==> config.mk <==
export PLATFORM = sky130hd
export DESIGN_NAME = ddio_top
export DESIGN_NICKNAME = d
export VERILOG_FILES = /design/src/ddio_pkg.sv /design/src/ddio_out_if.sv /design/src/ddio_out_stage.sv /design/src/ddio_top.sv
export VERILOG_INCLUDE_DIRS = /design/src
export SDC_FILE = /design/constraint.sdc
export NUM_CORES = 1
export LEC_CHECK = 0
export BUFFER_PORTS_ARGS = -buffer_cell sky130_fd_sc_hd__clkbuf_2
export CAP_MARGIN = 20
export CORE_MARGIN = 5
export CORE_UTILIZATION = 50
export DETAILED_ROUTE_END_ITERATION = 10
export PLACE_DENSITY_LB_ADDON = 0.1
export RECOVER_POWER = 25
export SETUP_SLACK_MARGIN = 0.05
export SLEW_MARGIN = 20
export SYNTH_ARGS = -nofsm -noshare
export SYNTH_HDL_FRONTEND = slang
export SYNTH_HIERARCHICAL = 1
export SYNTH_SLANG_ARGS = --single-unit
export TNS_END_PERCENT = 5
==> constraint.sdc <==
create_clock -name i_core_clk -period 2.8 [get_ports i_core_clk]
set_clock_uncertainty 0.1 [all_clocks]
set_input_delay 0 -clock i_core_clk [delete_from_list [all_inputs] [get_ports i_core_clk]]
set_output_delay 0 -clock i_core_clk [all_outputs]
set_load 0.005 [all_outputs]
==> src/ddio_regs.svh <==
// Object indices, sub-indices, field positions and reset values of the digital I/O objects.
`ifndef DDIO_REGS_SVH
`define DDIO_REGS_SVH

// ****************************************************************
// Object indices and sub-indices
// ****************************************************************
`define DDIO_IDX_INPUT_STATUS 16'h60FD
`define DDIO_IDX_OUTPUTS      16'h60FE
`define DDIO_SUB_VAR          8'h00
`define DDIO_SUB_COUNT        8'h00
`define DDIO_SUB_LEVEL        8'h01
`define DDIO_SUB_MASK         8'h02

// ****************************************************************
// Reset values
// ****************************************************************
`define DDIO_RST_INPUT_STATUS 32'h00000000
`define DDIO_RST_COUNT        32'h00000002
`define DDIO_RST_LEVEL        32'h00000000
`define DDIO_RST_MASK         32'h00000000

// ****************************************************************
// Field positions
// ****************************************************************
`define DDIO_IN_NEG_LIMIT_BIT 0
`define DDIO_IN_POS_LIMIT_BIT 1
`define DDIO_IN_HOME_BIT      2
`define DDIO_IN_INTERLOCK_BIT 3
`define DDIO_RSVD_LSB         4
`define DDIO_RSVD_MSB         15
`define DDIO_GP_LSB           16
`define DDIO_GP_MSB           31
`define DDIO_GP_FIELD_MASK    32'hFFFF0000

`endif

==> src/ddio_pkg.sv <==
// Types shared by the digital I/O object block.
package ddio_pkg;

  typedef logic [31:0] ddio_word_t;
  typedef logic [15:0] ddio_gp_t;
  typedef logic [15:0] ddio_index_t;
  typedef logic [7:0]  ddio_subidx_t;

  typedef enum logic [2:0]
  {
    DDIO_OBJ_NONE,
    DDIO_OBJ_INPUTS,
    DDIO_OBJ_COUNT,
    DDIO_OBJ_LEVEL,
    DDIO_OBJ_MASK
  } ddio_obj_e;

endpackage

==> src/ddio_out_if.sv <==
// Carrier between the object decoder and the output stage.
`timescale 1ns/10ps
interface ddio_out_if;
  import ddio_pkg::*;

  logic     apply;
  ddio_gp_t value;
  ddio_gp_t mask;
  ddio_gp_t levels;

  modport ctrl
  (
    output apply,
    output value,
    output mask,
    input  levels
  );

  modport stage
  (
    input  apply,
    input  value,
    input  mask,
    output levels
  );
endinterface

==> src/ddio_out_stage.sv <==
// Output latch that takes requested levels only where the mask selects them.
`timescale 1ns/10ps
module ddio_out_stage
#(
  parameter logic [15:0] AVAIL_MASK = 16'hFFFF
)
(
  input  wire logic i_core_clk,
  input  wire logic i_srst,
  ddio_out_if.stage out_if
);
  import ddio_pkg::*;

  ddio_gp_t levels_q;
  ddio_gp_t levels_d;

  // ****************************************************************
  // Masked update
  // ****************************************************************
  always_comb
  begin
    levels_d = levels_q;
    if (out_if.apply)
    begin
      levels_d = (levels_q & ~(out_if.mask & AVAIL_MASK))
               | (out_if.value & out_if.mask & AVAIL_MASK);
    end
  end

  always_ff @(posedge i_core_clk)
  begin
    if (i_srst)
    begin
      levels_q <= 16'h0000;
    end
    else
    begin
      levels_q <= levels_d;
    end
  end

  assign out_if.levels = levels_q;
endmodule

==> src/ddio_top.sv <==
// Digital input status word and masked digital output object of the drive.
// ****************************************************************
// Notes on behaviour
// An input status bit reads one while its input is high and zero while it is low.
// General inputs zero to fifteen appear in status bits 16 to 31 in ascending order.
// Negative limit, positive limit, home and interlock sit in status bits 0 to 3, 4 to 15 reserved.
// A profile input is also a general input, so a change moves both of its status bits.
// An output goes high when its level request bit is one and low when it is zero.
// Only outputs selected by the write mask take the level request; others hold.
// Bits 16 to 31 of level request and mask steer general outputs zero to fifteen.
// Writing the mask switches every selected output to its held level request; the code switches only outputs set in AVAIL_OUT, others stay low.
// Mask and level may be written in either order; a later level write applies to masked outputs.
// A write that selects an output the product lacks raises an emergency pulse.
// Reserved status bits read zero and reserved level and mask bits ignore writes.
// ****************************************************************
`timescale 1ns/10ps
`include "ddio_regs.svh"
module ddio_top
#(
  parameter int          NEG_LIMIT_IN = 0,
  parameter int          POS_LIMIT_IN = 1,
  parameter int          HOME_IN      = 2,
  parameter int          INTERLOCK_IN = 3,
  parameter logic [15:0] AVAIL_OUT    = 16'hFFFF
)
(
  input  wire logic                  i_core_clk,
  input  wire logic                  i_srst,
  input  wire ddio_pkg::ddio_gp_t    i_gp_in,
  input  wire logic                  i_obj_valid,
  input  wire logic                  i_obj_write,
  input  wire ddio_pkg::ddio_index_t i_obj_index,
  input  wire ddio_pkg::ddio_subidx_t i_obj_subidx,
  input  wire ddio_pkg::ddio_word_t  i_obj_wdata,
  output logic                       o_obj_ready,
  output logic                       o_obj_done,
  output logic                       o_obj_abort,
  output ddio_pkg::ddio_word_t       o_obj_rdata,
  output ddio_pkg::ddio_gp_t         o_gp_out,
  output logic                       o_emcy_pulse,
  output ddio_pkg::ddio_gp_t         o_emcy_outputs
);
  import ddio_pkg::*;

  ddio_out_if out_bus ();

  ddio_word_t status_q;
  ddio_word_t status_d;
  ddio_word_t level_q;
  ddio_word_t level_d;
  ddio_word_t mask_q;
  ddio_word_t mask_d;
  logic       done_q;
  logic       done_d;
  logic       abort_q;
  logic       abort_d;
  ddio_word_t rdata_q;
  ddio_word_t rdata_d;
  logic       emcy_q;
  logic       emcy_d;
  ddio_gp_t   emcy_bits_q;
  ddio_gp_t   emcy_bits_d;
  ddio_obj_e  obj_sel;
  ddio_gp_t   bad_bits;

  // ****************************************************************
  // Object decode
  // ****************************************************************
  function automatic ddio_obj_e obj_decode(input ddio_index_t idx, input ddio_subidx_t sub);
    ddio_obj_e sel;
    sel = DDIO_OBJ_NONE;
    if (idx == `DDIO_IDX_INPUT_STATUS && sub == `DDIO_SUB_VAR)
    begin
      sel = DDIO_OBJ_INPUTS;
    end
    else if (idx == `DDIO_IDX_OUTPUTS)
    begin
      unique case (sub)
        `DDIO_SUB_COUNT: sel = DDIO_OBJ_COUNT;
        `DDIO_SUB_LEVEL: sel = DDIO_OBJ_LEVEL;
        `DDIO_SUB_MASK:  sel = DDIO_OBJ_MASK;
        default:         sel = DDIO_OBJ_NONE;
      endcase
    end
    return sel;
  endfunction

  assign obj_sel     = obj_decode(i_obj_index, i_obj_subidx);
  assign o_obj_ready = 1'b1;

  // ****************************************************************
  // Input status word
  // ****************************************************************
  always_comb
  begin
    status_d = `DDIO_RST_INPUT_STATUS;
    status_d[`DDIO_GP_MSB:`DDIO_GP_LSB] = i_gp_in;
    status_d[`DDIO_IN_NEG_LIMIT_BIT] = i_gp_in[NEG_LIMIT_IN];
    status_d[`DDIO_IN_POS_LIMIT_BIT] = i_gp_in[POS_LIMIT_IN];
    status_d[`DDIO_IN_HOME_BIT]      = i_gp_in[HOME_IN];
    status_d[`DDIO_IN_INTERLOCK_BIT] = i_gp_in[INTERLOCK_IN];
  end

  always_ff @(posedge i_core_clk)
  begin
    if (i_srst)
    begin
      status_q <= `DDIO_RST_INPUT_STATUS;
    end
    else
    begin
      status_q <= status_d;
    end
  end

  // ****************************************************************
  // Output entries and access answers
  // ****************************************************************
  assign bad_bits = i_obj_wdata[`DDIO_GP_MSB:`DDIO_GP_LSB] & ~AVAIL_OUT;

  always_comb
  begin
    level_d     = level_q;
    mask_d      = mask_q;
    done_d      = 1'b0;
    abort_d     = 1'b0;
    rdata_d     = 32'h00000000;
    emcy_d      = 1'b0;
    emcy_bits_d = emcy_bits_q;
    if (i_obj_valid)
    begin
      done_d = 1'b1;
      unique case (obj_sel)
        DDIO_OBJ_INPUTS:
        begin
          rdata_d = status_q;
          abort_d = i_obj_write;
        end
        DDIO_OBJ_COUNT:
        begin
          rdata_d = `DDIO_RST_COUNT;
          abort_d = i_obj_write;
        end
        DDIO_OBJ_LEVEL:
        begin
          rdata_d = level_q;
          if (i_obj_write)
          begin
            level_d = i_obj_wdata & `DDIO_GP_FIELD_MASK;
          end
        end
        DDIO_OBJ_MASK:
        begin
          rdata_d = mask_q;
          if (i_obj_write)
          begin
            mask_d = i_obj_wdata & `DDIO_GP_FIELD_MASK;
          end
        end
        DDIO_OBJ_NONE:
        begin
          abort_d = 1'b1;
        end
      endcase
      if (i_obj_write && (obj_sel == DDIO_OBJ_LEVEL || obj_sel == DDIO_OBJ_MASK)
          && bad_bits != 16'h0000)
      begin
        emcy_d      = 1'b1;
        emcy_bits_d = bad_bits;
      end
    end
  end

  always_ff @(posedge i_core_clk)
  begin
    if (i_srst)
    begin
      level_q     <= `DDIO_RST_LEVEL;
      mask_q      <= `DDIO_RST_MASK;
      done_q      <= 1'b0;
      abort_q     <= 1'b0;
      rdata_q     <= 32'h00000000;
      emcy_q      <= 1'b0;
      emcy_bits_q <= 16'h0000;
    end
    else
    begin
      level_q     <= level_d;
      mask_q      <= mask_d;
      done_q      <= done_d;
      abort_q     <= abort_d;
      rdata_q     <= rdata_d;
      emcy_q      <= emcy_d;
      emcy_bits_q <= emcy_bits_d;
    end
  end

  // ****************************************************************
  // Output stage
  // ****************************************************************
  assign out_bus.apply = i_obj_valid && i_obj_write
                         && (obj_sel == DDIO_OBJ_LEVEL || obj_sel == DDIO_OBJ_MASK);
  assign out_bus.value = level_d[`DDIO_GP_MSB:`DDIO_GP_LSB];
  assign out_bus.mask  = mask_d[`DDIO_GP_MSB:`DDIO_GP_LSB];

  ddio_out_stage
  #(
    .AVAIL_MASK (AVAIL_OUT)
  )
  u_out_stage
  (
    .i_core_clk (i_core_clk),
    .i_srst     (i_srst),
    .out_if     (out_bus.stage)
  );

  assign o_gp_out       = out_bus.levels;
  assign o_obj_done     = done_q;
  assign o_obj_abort    = abort_q;
  assign o_obj_rdata    = rdata_q;
  assign o_emcy_pulse   = emcy_q;
  assign o_emcy_outputs = emcy_bits_q;

  logic mask_wr;
  logic level_wr;
  assign mask_wr  = i_obj_valid && i_obj_write && obj_sel == DDIO_OBJ_MASK;
  assign level_wr = i_obj_valid && i_obj_write && obj_sel == DDIO_OBJ_LEVEL;
endmodule

### Yosys cells after proc, flatten, opt, wreduce, memory -nomap -nowiden

Index checks and enable logic that the tools add are counted.

| word-level totals | value |
|---|---|
| register bits after elaboration | 114 |
| bits of input ports | 76 |
| output and inout port bits | 68 |
| logic and storage cells | 41 |

| operators by class | value |
|---|---|
| eq/ne operators | 8 |
| muxes and demuxes | 12 |
| bitwise gates (word level) | 5 |
| reductions and logical operators | 8 |

Operator list:

| kind | count |
|---|---|
| two-way mux 32 bit | 6 |
| case mux 32 bit (4 select lines) | 1 |
| AND 16 bit | 2 |
| equality test 16 x 15 -> 1 bit (second input constant) | 2 |
| inverter 16 bit | 1 |
| bitwise OR 16 bit | 1 |
| case mux 3 bit (3 select lines) | 1 |
| equality test 8 x 1 -> 1 bit (second input constant) | 1 |
| equality test 8 x 2 -> 1 bit (second input constant) | 1 |
| zero test 8 bit | 1 |
| equality test 3 x 2 -> 1 bit (second input constant) | 2 |
| two-way mux 3 bit | 2 |
| OR reduction 2 bit | 2 |
| equality test 3 x 1 -> 1 bit (second input constant) | 1 |
| equality test 3 bit (second input constant) | 1 |
| logical AND 1 bit | 3 |
| zero test 3 bit | 1 |
| case mux 1 bit (2 select lines) | 1 |
| logical OR 1 bit | 1 |
| two-way mux 1 bit | 1 |
| inverter 1 bit | 1 |

### Depth between registers and ports, before layout

Gate-level depths: netlist of run 1.

| depth | value |
|---|---|
| depth after elaboration | 10 |
| gate-level depth with buffers | 9 |
| depth with buffers taken out | 6 |

### Cells and area by module

Netlist of run 1, hierarchy kept.

By module, submodules not included:

| module | instances | cells an instance | area each (um^2) | sequential area each (um^2) |
|---|---|---|---|---|
| ddio_top | 1 | 380 | 3274.4 | 1401.3 |
| ddio_out_stage | 1 | 69 | 710.7 | 320.3 |

### Worst setup path after synthesis of run 1

No wires, ideal clock.

| path | value |
|---|---|
| path kind | input -> register |
| start | input i_obj_index[15] |
| end | register (tool-made name) |
| library setup time | 0.123 ns |
| arrival time | 1.845 ns |
| data required time | 2.577 ns |
| setup slack | 0.733 ns |
| stages on the path | 9 |
| path buffers | 4 |
| cell sequence | nand4bb_1 buf_2 or4b_1 buf_2 buf_6 a21boi_1 buf_6 a21bo_1 a21oi_2 |

RTL lines:

| element | line | text |
|---|---|---|
| start, declared | ddio_top.sv:32 | `input wire ddio_pkg::ddio_index_t i_obj_index,` |

### Worst setup path in the final report of run 1

| path | value |
|---|---|
| start | input i_obj_subidx[1] |
| end | register rdata_q[1], in the netlist o_obj_rdata[1] |

| on the way | value |
|---|---|
| word-level cells in the longest chain between the ends | 6 |
| elaborated cells on any way between the ends | 12 |
| those cells by class | eq/ne: 6; mux: 4; reduce/logical: 2 |

RTL lines:

| element | line | text |
|---|---|---|
| start, declared | ddio_top.sv:33 | `input wire ddio_pkg::ddio_subidx_t i_obj_subidx,` |
| equality test 8 x 2 -> 1 bit, or another cell as far along | ddio_top.sv:78 | `unique case (sub)` |
| case mux 3 bit (3 select lines) | ddio_top.sv:78 |  |
| two-way mux 3 bit | ddio_top.sv:76 | `` else if (idx == `DDIO_IDX_OUTPUTS) `` |
| two-way mux 3 bit (*) | ddio_top.sv:72 | `` if (idx == `DDIO_IDX_INPUT_STATUS && sub == `DDIO_SUB_VAR) `` |
| equality test 3 bit, or another cell as far along | ddio_top.sv:133 | `unique case (obj_sel)` |
| case mux 32 bit (4 select lines) (*) | ddio_top.sv:133 |  |
| end signal, assigned | ddio_top.sv:192 | `rdata_q <= rdata_d;` |
| end, declared | ddio_top.sv:57 | `ddio_word_t rdata_q;` |

Every way passes the cells marked *; elsewhere a longest branch is shown, timed or not.
A chain may end at the register's enable or synchronous reset.

==> impl_metrics.tcl, run 1 <==
set metrics [dict create \
    status "finished, final reports clean" \
    firstDrtPassIters 4 \
    peakVddDrop_v 0.0003498 \
    hold_class "in2reg" \
    cp-start-kind "primary input" \
    die_y_um 99.28 \
    clkTransAtPathRegs_ns 0.09 \
    htreeDepth 3 \
    ys_seq_elements 86 \
    grt_setup_unrepaired "no" \
    yosysWarnings 6 \
    n_antenna_cell 0 \
    tightest_slew_ns 0.7221 \
    crit_type "in2reg" \
    crit_path_end_kind "flip-flop" \
    finalCriticalPeriod_ns 2.408 \
    drive_above_1_share_pct 24.96 \
    setup_violations 0 \
    hpwl_mm 6.611 \
    finalHoldViolCount 0 \
    antenna_found_initial 0 \
    grt_pass1_vias 3319 \
    num_vias 3497 \
    ys_top_cells_by_area "dfxtp_1, nand3_1, a21oi_1" \
    area_growth_pct 23.89 \
    crit_fanout 17 \
    cts_buffers 9 \
    gp_congestion 0.7451 \
    track_usage_pct 20.41 \
    fmax_mhz 415.3 \
    drt-initial-drc-count 173 \
    fin_nets 648 \
    drv_cap 0 \
    ys_seq_area_share_pct 43.20 \
    clkLatencyLatePin_ns 0.35 \
    synthCells 449 \
    synth_enable_flop_cells 0 \
    place_ws_ns 0.5378 \
    power_density_mw_per_mm2 447.2 \
    row_count 32 \
    synth_top_cell_area_share_pct 43.20 \
    period_share_pct 85.99 \
    yosysMostFrequentCell "dfxtp_1" \
    grt_overflow 0 \
    cts_max_path_buffers 2 \
    grt_pass1_wl_mm 16.26 \
    max-slew-margin-rel_pct 51.86 \
    setup_ws_ns 0.3922 \
    cts_tree "yes" \
    synth_area_mm2 0.003985 \
    drt_wl_total_mm 10.05 \
    core_area_mm2 0.007727 \
    cts_setup_buffers 0 \
    yosysUniqueCellTypes 42 \
    cts.sinks 86 \
    crit_path_frequent_cell "dlygate4sd3_1" \
    ys.flop_type "dfxtp_1" \
    async_flop_share_pct 0 \
    avgSynthCellArea_um2 8.875 \
    tns_ns 0 \
    routed_via_density 5.150 \
    drc_errors 0 \
    ys_top_cells_by_count "dfxtp_1, nand3_1, a21oi_1, buf_4, nand2_1" \
    whs_ns 0.03427 \
    cp_slowest_cell "dlygate4sd3_1" \
    dieWidth_um 99.28 \
    die_area_mm2 0.009856 \
    initial_utilization_pct 51.57 \
    cts_root_buf "clkbuf_8" \
    critPathMaxStageDelay_ns 0.59 \
    numPortBuffers 97 \
    power.leakage_nw 2.087 \
    worst_ep_arrival_time_ns 2.61 \
    cp.required_ns 3.00 \
    synth_top_area_cell "dfxtp_1" \
    drtAntennaViolNets 0 \
    maxSlewViolCount 0 \
    grt_max_degree 65 \
    path_cells "dlygate4sd3_1, clkbuf_2, or4b_4, o21ai_2, o2111ai_2, buf_4, a2111oi_1, dlygate4sd3_1" \
    ioPinCount 144 \
    avgRoutedWirePerCell_um 14.80 \
]
-- cell families (layout without fill, tap and decap cells) --
logic type,after synthesis,after routing,share of synthesized area [%]
buffers and inverters,67,167,10.58
flip-flops,86,86,43.20
AND/OR/NAND/NOR,159,159,22.45
AO/OA/AOI/OAI,135,135,23.58
other,2,30,0.1885
-- critical path: cells and delay by family --
| family | cells | cell delay, ns |
|---|---|---|
| buffers and inverters | 4 | 1.50 |
| AO/OA/AOI/OAI | 3 | 0.56 |
| AND/OR/NAND/NOR | 1 | 0.55 |
-- final timing paths --
| path | from | endpoint | slack (ns) | depth (start not counted) |
|---|---|---|---|---|
| worst max-delay path | i_obj_subidx[1] | o_obj_rdata[1] | 0.39 | 8 |
| worst min-delay path | i_obj_index[1] | o_obj_rdata[17] | 0.03 | 4 |
| worst min register to register | status_q[31] | o_obj_rdata[31] | 0.36 | 2 |
| worst max register to register | status_q[17] | o_obj_rdata[1] | 1.29 | 3 |
-- area by class of cell --
type                            count  area (um^2)
Clock buffer                       12        155.1
Clock inverter                      4        30.03
Fill cell                         695         2790
Inverter                            2        7.507
Multi-Input combinational cell    324         1951
Sequential cell                    86         1722
Tap cell                          102        127.6
Timing Repair Buffer              149        944.7
-- cells in the final DEF (no fill, tap or decap), types with 19 or more instances in the layout --
master and count:
a21oi_1 56, clkbuf_1 20, clkbuf_2 78, conb_1 30
dfxtp_1 86, dlygate4sd3_1 37, nand2_1 32, nand3_1 79
nor2b_1 19, o21ai_2 19
-- report_power, final --
part / internal, W / leakage (nW) / switching, W
Sequential: 0.00124 / 0.697 / 0.00000404
Clock: 0.000375 / 0.0930 / 0.000433
Combinational: 0.0000828 / 1.30 / 0.0000782
Total: 0.00169 / 2.09 / 0.000515
-- metrics by stage --
step                      area [um^2]  util (%)  cells  power [W]
after floorplan                  4090         -    477   0.001354
after global placement           4405     57.01    626   0.001387
after detailed placement         4405     57.01    626   0.001388
after CTS                        4961     64.20    679   0.002226
after global routing             4937     63.89    679   0.002297
final                            4937     63.89    679   0.002208
-- routing by layer --
layer / vias up / global-route usage, % / wire, um
li1: 1797 / - / -
met1: 1571 / 27.60 / 4556
met2: 127 / 31.97 / 4635
met3: 2 / 5.470 / 815
met4: 0 / 6.092 / 45
met5: - / 0 / 0
-- timing repair --
action                                 in CTS  in global routing
endpoints found under the hold margin      67                  0
resized for setup                           0                  0
hold buffers                               37                  0
Note: power is estimated with default switching activity, not from simulation.
==> run 2: changes to the inputs <==
Settings changed: RECOVER_POWER 25 to 50.
==> impl_metrics.tcl, run 2 (synthesis gave the netlist of run 1 again) <==
set metrics [dict create \
    status "finished, final reports clean" \
    cts_buffers 9 \
    drv_cap 0 \
    cts.sinks 86 \
    clkLatencyLatePin_ns 0.35 \
    nFillCells 701 \
    power.leakage_nw 2.057 \
    cts_max_path_buffers 2 \
    antenna_found_initial 0 \
    post_cts_resized 0 \
    htreeDepth 3 \
    postCtsHoldBufs 37 \
    numPortBuffers 97 \
    worst-r2r-cell-count 3 \
    min_to "o_obj_rdata[17]" \
    drtAntennaViolNets 0 \
    period_share_pct 86.15 \
    layout_common_cells "dfxtp_1, nand3_1, clkbuf_2" \
    place_area_mm2 0.004405 \
    finalHoldViolCount 0 \
    grt_overflow 0 \
    grt_pass1_wl_mm 16.26 \
    num_vias 3482 \
    cp.required_ns 3.00 \
    avgRoutedWirePerCell_um 14.83 \
    worst_ep_arrival_time_ns 2.61 \
    initial_utilization_pct 51.57 \
    final_common_cell "dfxtp_1" \
    finalCriticalPeriod_ns 2.412 \
    cp-start-kind "primary input" \
    fmax_mhz 414.6 \
    power.total_w 0.002213 \
    cts_setup_buffers 0 \
    hpwl_mm 6.611 \
    reg2reg_setup_slack_ns 1.29 \
    dieWidth_um 99.28 \
    ioPinCount 144 \
    crit_path_end_kind "flip-flop" \
    drive_above_1_share_pct 23.57 \
    area_growth_pct 23.52 \
    core_area_mm2 0.007727 \
    n_antenna_cell 0 \
    maxSlewViolCount 0 \
    tns_ns 0 \
    grt_max_degree 65 \
    grt_setup_unrepaired "no" \
    crit_fanout 17 \
    postLayoutCoreUtil_pct 63.70 \
    holdCritStartpoint "i_obj_index[1]" \
    cts_root_buf "clkbuf_8" \
    tightest_slew_ns 1.405 \
    drt-initial-drc-count 200 \
    crit_type "in2reg" \
    max-slew-margin-rel_pct 6.361 \
    worstReg2RegStart "status_q[17]" \
    fin_nets 648 \
    grt_pass1_vias 3319 \
    gp_congestion 0.7451 \
    r2r_end "o_obj_rdata[1]" \
    die_y_um 99.28 \
    row_count 32 \
    placedCellCount 626 \
    track_usage_pct 20.41 \
    hold_class "in2reg" \
    holdPathStages 4 \
    peakVddDrop_v 0.0003545 \
    setup_violations 0 \
    routed_via_density 5.128 \
    drc_errors 0 \
    cts_tree "yes" \
    die_area_mm2 0.009856 \
    drt_wl_total_mm 10.07 \
    clkTransAtPathRegs_ns 0.09 \
    final_cells 679 \
    firstDrtPassIters 4 \
    stdcell_area_mm2 0.004922 \
    power_density_mw_per_mm2 449.6 \
]
-- run 2: per-stage QoR --
step,hold slack [ns],setup WS (ns)
floorplan,-0.02316,0.7326
global placement,0.1129,0.5844
detailed placement,0.1133,0.5378
CTS,0.02239,0.3969
global route,0.05811,0.2754
finish,0.03192,0.3879
-- run 2: worst max-delay path, stage by stage --
cell           delay, ns
dlygate4sd3_1       0.53
clkbuf_2            0.17
or4b_4              0.55
o21ai_2             0.08
o2111ai_2           0.13
buf_4               0.22
a2111oi_1           0.35
dlygate4sd3_1       0.59
-- run 2: where the power goes --
| part | switching (W) | internal [W] |
|---|---|---|
| clock | 0.000438 | 0.000375 |
| sequential | 0.00000406 | 0.00124 |
| combinational | 0.0000780 | 0.0000824 |
-- run 2: worst max path at each step --
stage | endpoint | slack, ns | startpoint | depth (start not counted)
after CTS | o_obj_rdata[1] | 0.40 | i_obj_subidx[1] | 8
after floorplan | flip-flop | 0.73 | i_obj_index[15] | 9
after global routing | o_obj_rdata[1] | 0.28 | i_obj_subidx[1] | 8
after global placement | flip-flop | 0.58 | i_obj_index[7] | 8
final | o_obj_rdata[1] | 0.39 | i_obj_subidx[1] | 8
after detailed placement | flip-flop | 0.54 | i_obj_index[0] | 8
-- run 2: final cells by class --
| class | instances | area (um^2) | share of cell area, % |
|---|---|---|---|
| timing repair buffer | 149 | 929.6 | 18.89 |
| sequential | 86 | 1722 | 34.98 |
| clock inverter | 4 | 30.03 | 0.6101 |
| tap | 102 | 127.6 | 2.593 |
| inverter | 2 | 7.507 | 0.1525 |
| clock buffer | 12 | 155.1 | 3.152 |
| multi-input combinational | 324 | 1951 | 39.63 |
-- run 2: per-layer routing --
metal / track usage, % / up-vias / routed length (um) / part of all wire (%)
met5: 0 / - / 0 / 0
met4: 6.092 / 0 / 72 / 0.72
met3: 5.470 / 5 / 723 / 7.2
met2: 31.97 / 116 / 4664 / 46
met1: 27.60 / 1564 / 4608 / 46
li1: - / 1797 / - / -
==> run 3: changes to the inputs <==
Settings changed: ABC_CLOCK_PERIOD_IN_PS from default to 2800, RECOVER_POWER 50 to default.
==> impl_metrics.tcl, run 3 (synthesis gave the netlist of run 1 again) <==
set metrics [dict create \
    place_area_mm2 0.004405 \
    status "finished, final reports clean" \
    power_density_mw_per_mm2 445.6 \
    track_usage_pct 20.41 \
    drive_above_1_share_pct 28.25 \
    reg2reg_setup_slack_ns 1.29 \
    n_antenna_cell 0 \
    drtAntennaViolNets 0 \
    grt_setup_unrepaired "no" \
    antenna_found_initial 0 \
    hold_class "in2reg" \
    ioPinCount 144 \
    grt_max_degree 65 \
    hpwl_mm 6.611 \
    cts.sinks 86 \
    path_cells "dlygate4sd3_1, clkbuf_2, or4b_4, o21ai_2, o2111ai_2, buf_4, a2111oi_1, dlygate4sd3_1" \
    seqCellArea_mm2 0.001722 \
    cts_tree "yes" \
    drv_cap 0 \
    grt_pass1_wl_mm 16.26 \
    num_vias 3487 \
    drc_errors 0 \
    setup_ws_ns 0.3922 \
    die_area_mm2 0.009856 \
    holdCritStartpoint "i_obj_index[1]" \
    drt-initial-drc-count 179 \
    stdcell_area_mm2 0.004961 \
    max-slew-margin-rel_pct 52.41 \
    cts_buffers 9 \
    holdPathStages 4 \
    layout_common_cells "clkbuf_2, dfxtp_1, nand3_1" \
    core_area_mm2 0.007727 \
    clkTransAtPathRegs_ns 0.09 \
    grt.busiest_layer "met2" \
    worst-r2r-cell-count 3 \
    die_y_um 99.28 \
    avgRoutedWirePerCell_um 14.77 \
    crit_path_frequent_cell "dlygate4sd3_1" \
    clkLatencyLatePin_ns 0.35 \
    routed_via_density 5.135 \
    setup_violations 0 \
    initial_utilization_pct 51.57 \
    numPortBuffers 97 \
    finalCriticalPeriod_ns 2.408 \
    crit_path_end_kind "flip-flop" \
    grt_pass1_vias 3319 \
    cp.required_ns 3.00 \
    gp_congestion 0.7451 \
    area_growth_pct 24.49 \
    place_ws_ns 0.5378 \
    cts_root_buf "clkbuf_8" \
    multi_input_area_mm2 0.001951 \
    fin_nets 648 \
    crit_type "in2reg" \
    placedCellCount 626 \
    worstPathBufferInverterCount 4 \
    peakVddDrop_v 0.0003499 \
    htreeDepth 3 \
    whs_ns 0.03379 \
    cts_max_path_buffers 2 \
    final_cells 679 \
    maxSlewViolCount 0 \
    drt_wl_total_mm 10.03 \
    fmax_mhz 415.3 \
    grt_overflow 0 \
    post_cts_resized 0 \
    power.leakage_nw 2.152 \
    met3_usage_pct 5.470 \
    finalHoldViolCount 0 \
    crit_fanout 17 \
    final_common_cell "clkbuf_2" \
    critPathMaxStageDelay_ns 0.59 \
    worstReg2RegStart "status_q[17]" \
    met2_usage_pct 31.97 \
    r2r_end "o_obj_rdata[1]" \
    grt_use_met1_pct 27.60 \
    critPathTopFamily "buffers and inverters" \
    dieWidth_um 99.28 \
    worst_ep_arrival_time_ns 2.61 \
    firstDrtPassIters 4 \
    tns_ns 0 \
    nFillCells 683 \
    cp-start-kind "primary input" \
    cp_slowest_cell "dlygate4sd3_1" \
    min_to "o_obj_rdata[17]" \
    period_share_pct 85.99 \
    row_count 32 \
    tightest_slew_ns 0.7138 \
]
[run 3: tightest hold or removal path, cell delays in order]
cell and delay [ns]:
clkbuf_2 0.16, nor4_1 0.09, a2bb2oi_1 0.15, nor2_1 0.05
[run 3: final cells by class]
| type | count | area share [%] |
|---|---|---|
| tap | 102 | 2.573 |
| clock inverter | 4 | 0.6053 |
| timing repair buffer | 149 | 19.52 |
| sequential | 86 | 34.70 |
| clock buffer | 12 | 3.127 |
| multi-input combinational | 324 | 39.32 |
| inverter | 2 | 0.1513 |
[run 3: routing by layer]
metal	vias to the layer above	wire, um
met5	-	0
met4	0	45
met3	2	695
met2	109	4630
met1	1582	4654
li1	1794	-
[run 3: worst max path at each step]
| stage | depth (start not counted) | to | slack, ns | from |
|---|---|---|---|---|
| after floorplan | 9 | flip-flop | 0.73 | i_obj_index[15] |
| after global placement | 8 | flip-flop | 0.58 | i_obj_index[7] |
| after detailed placement | 8 | flip-flop | 0.54 | i_obj_index[0] |
| after CTS | 8 | o_obj_rdata[1] | 0.40 | i_obj_subidx[1] |
| after global routing | 8 | o_obj_rdata[1] | 0.28 | i_obj_subidx[1] |
| final | 8 | o_obj_rdata[1] | 0.39 | i_obj_subidx[1] |
[run 3: through the flow]
stage,total power [W],util (%)
after global routing,0.002297,64.20
after CTS,0.002226,64.20
after detailed placement,0.001388,57.01
after global placement,0.001387,57.01
final,0.002211,64.20
after floorplan,0.001354,-
[run 3: report_power, final]
group	total, W	internal [W]	leakage [nW]	switching [W]
registers	0.00124	0.00124	0.697	0.00000397
logic	0.000161	0.0000830	1.36	0.0000782
clock network	0.000810	0.000375	0.0930	0.000435
total	0.00221	0.00169	2.15	0.000517
[run 3: what timing repair did]
action	in CTS	in global routing
buffers inserted	0	0
hold endpoints to repair	67	0
hold buffers	37	0
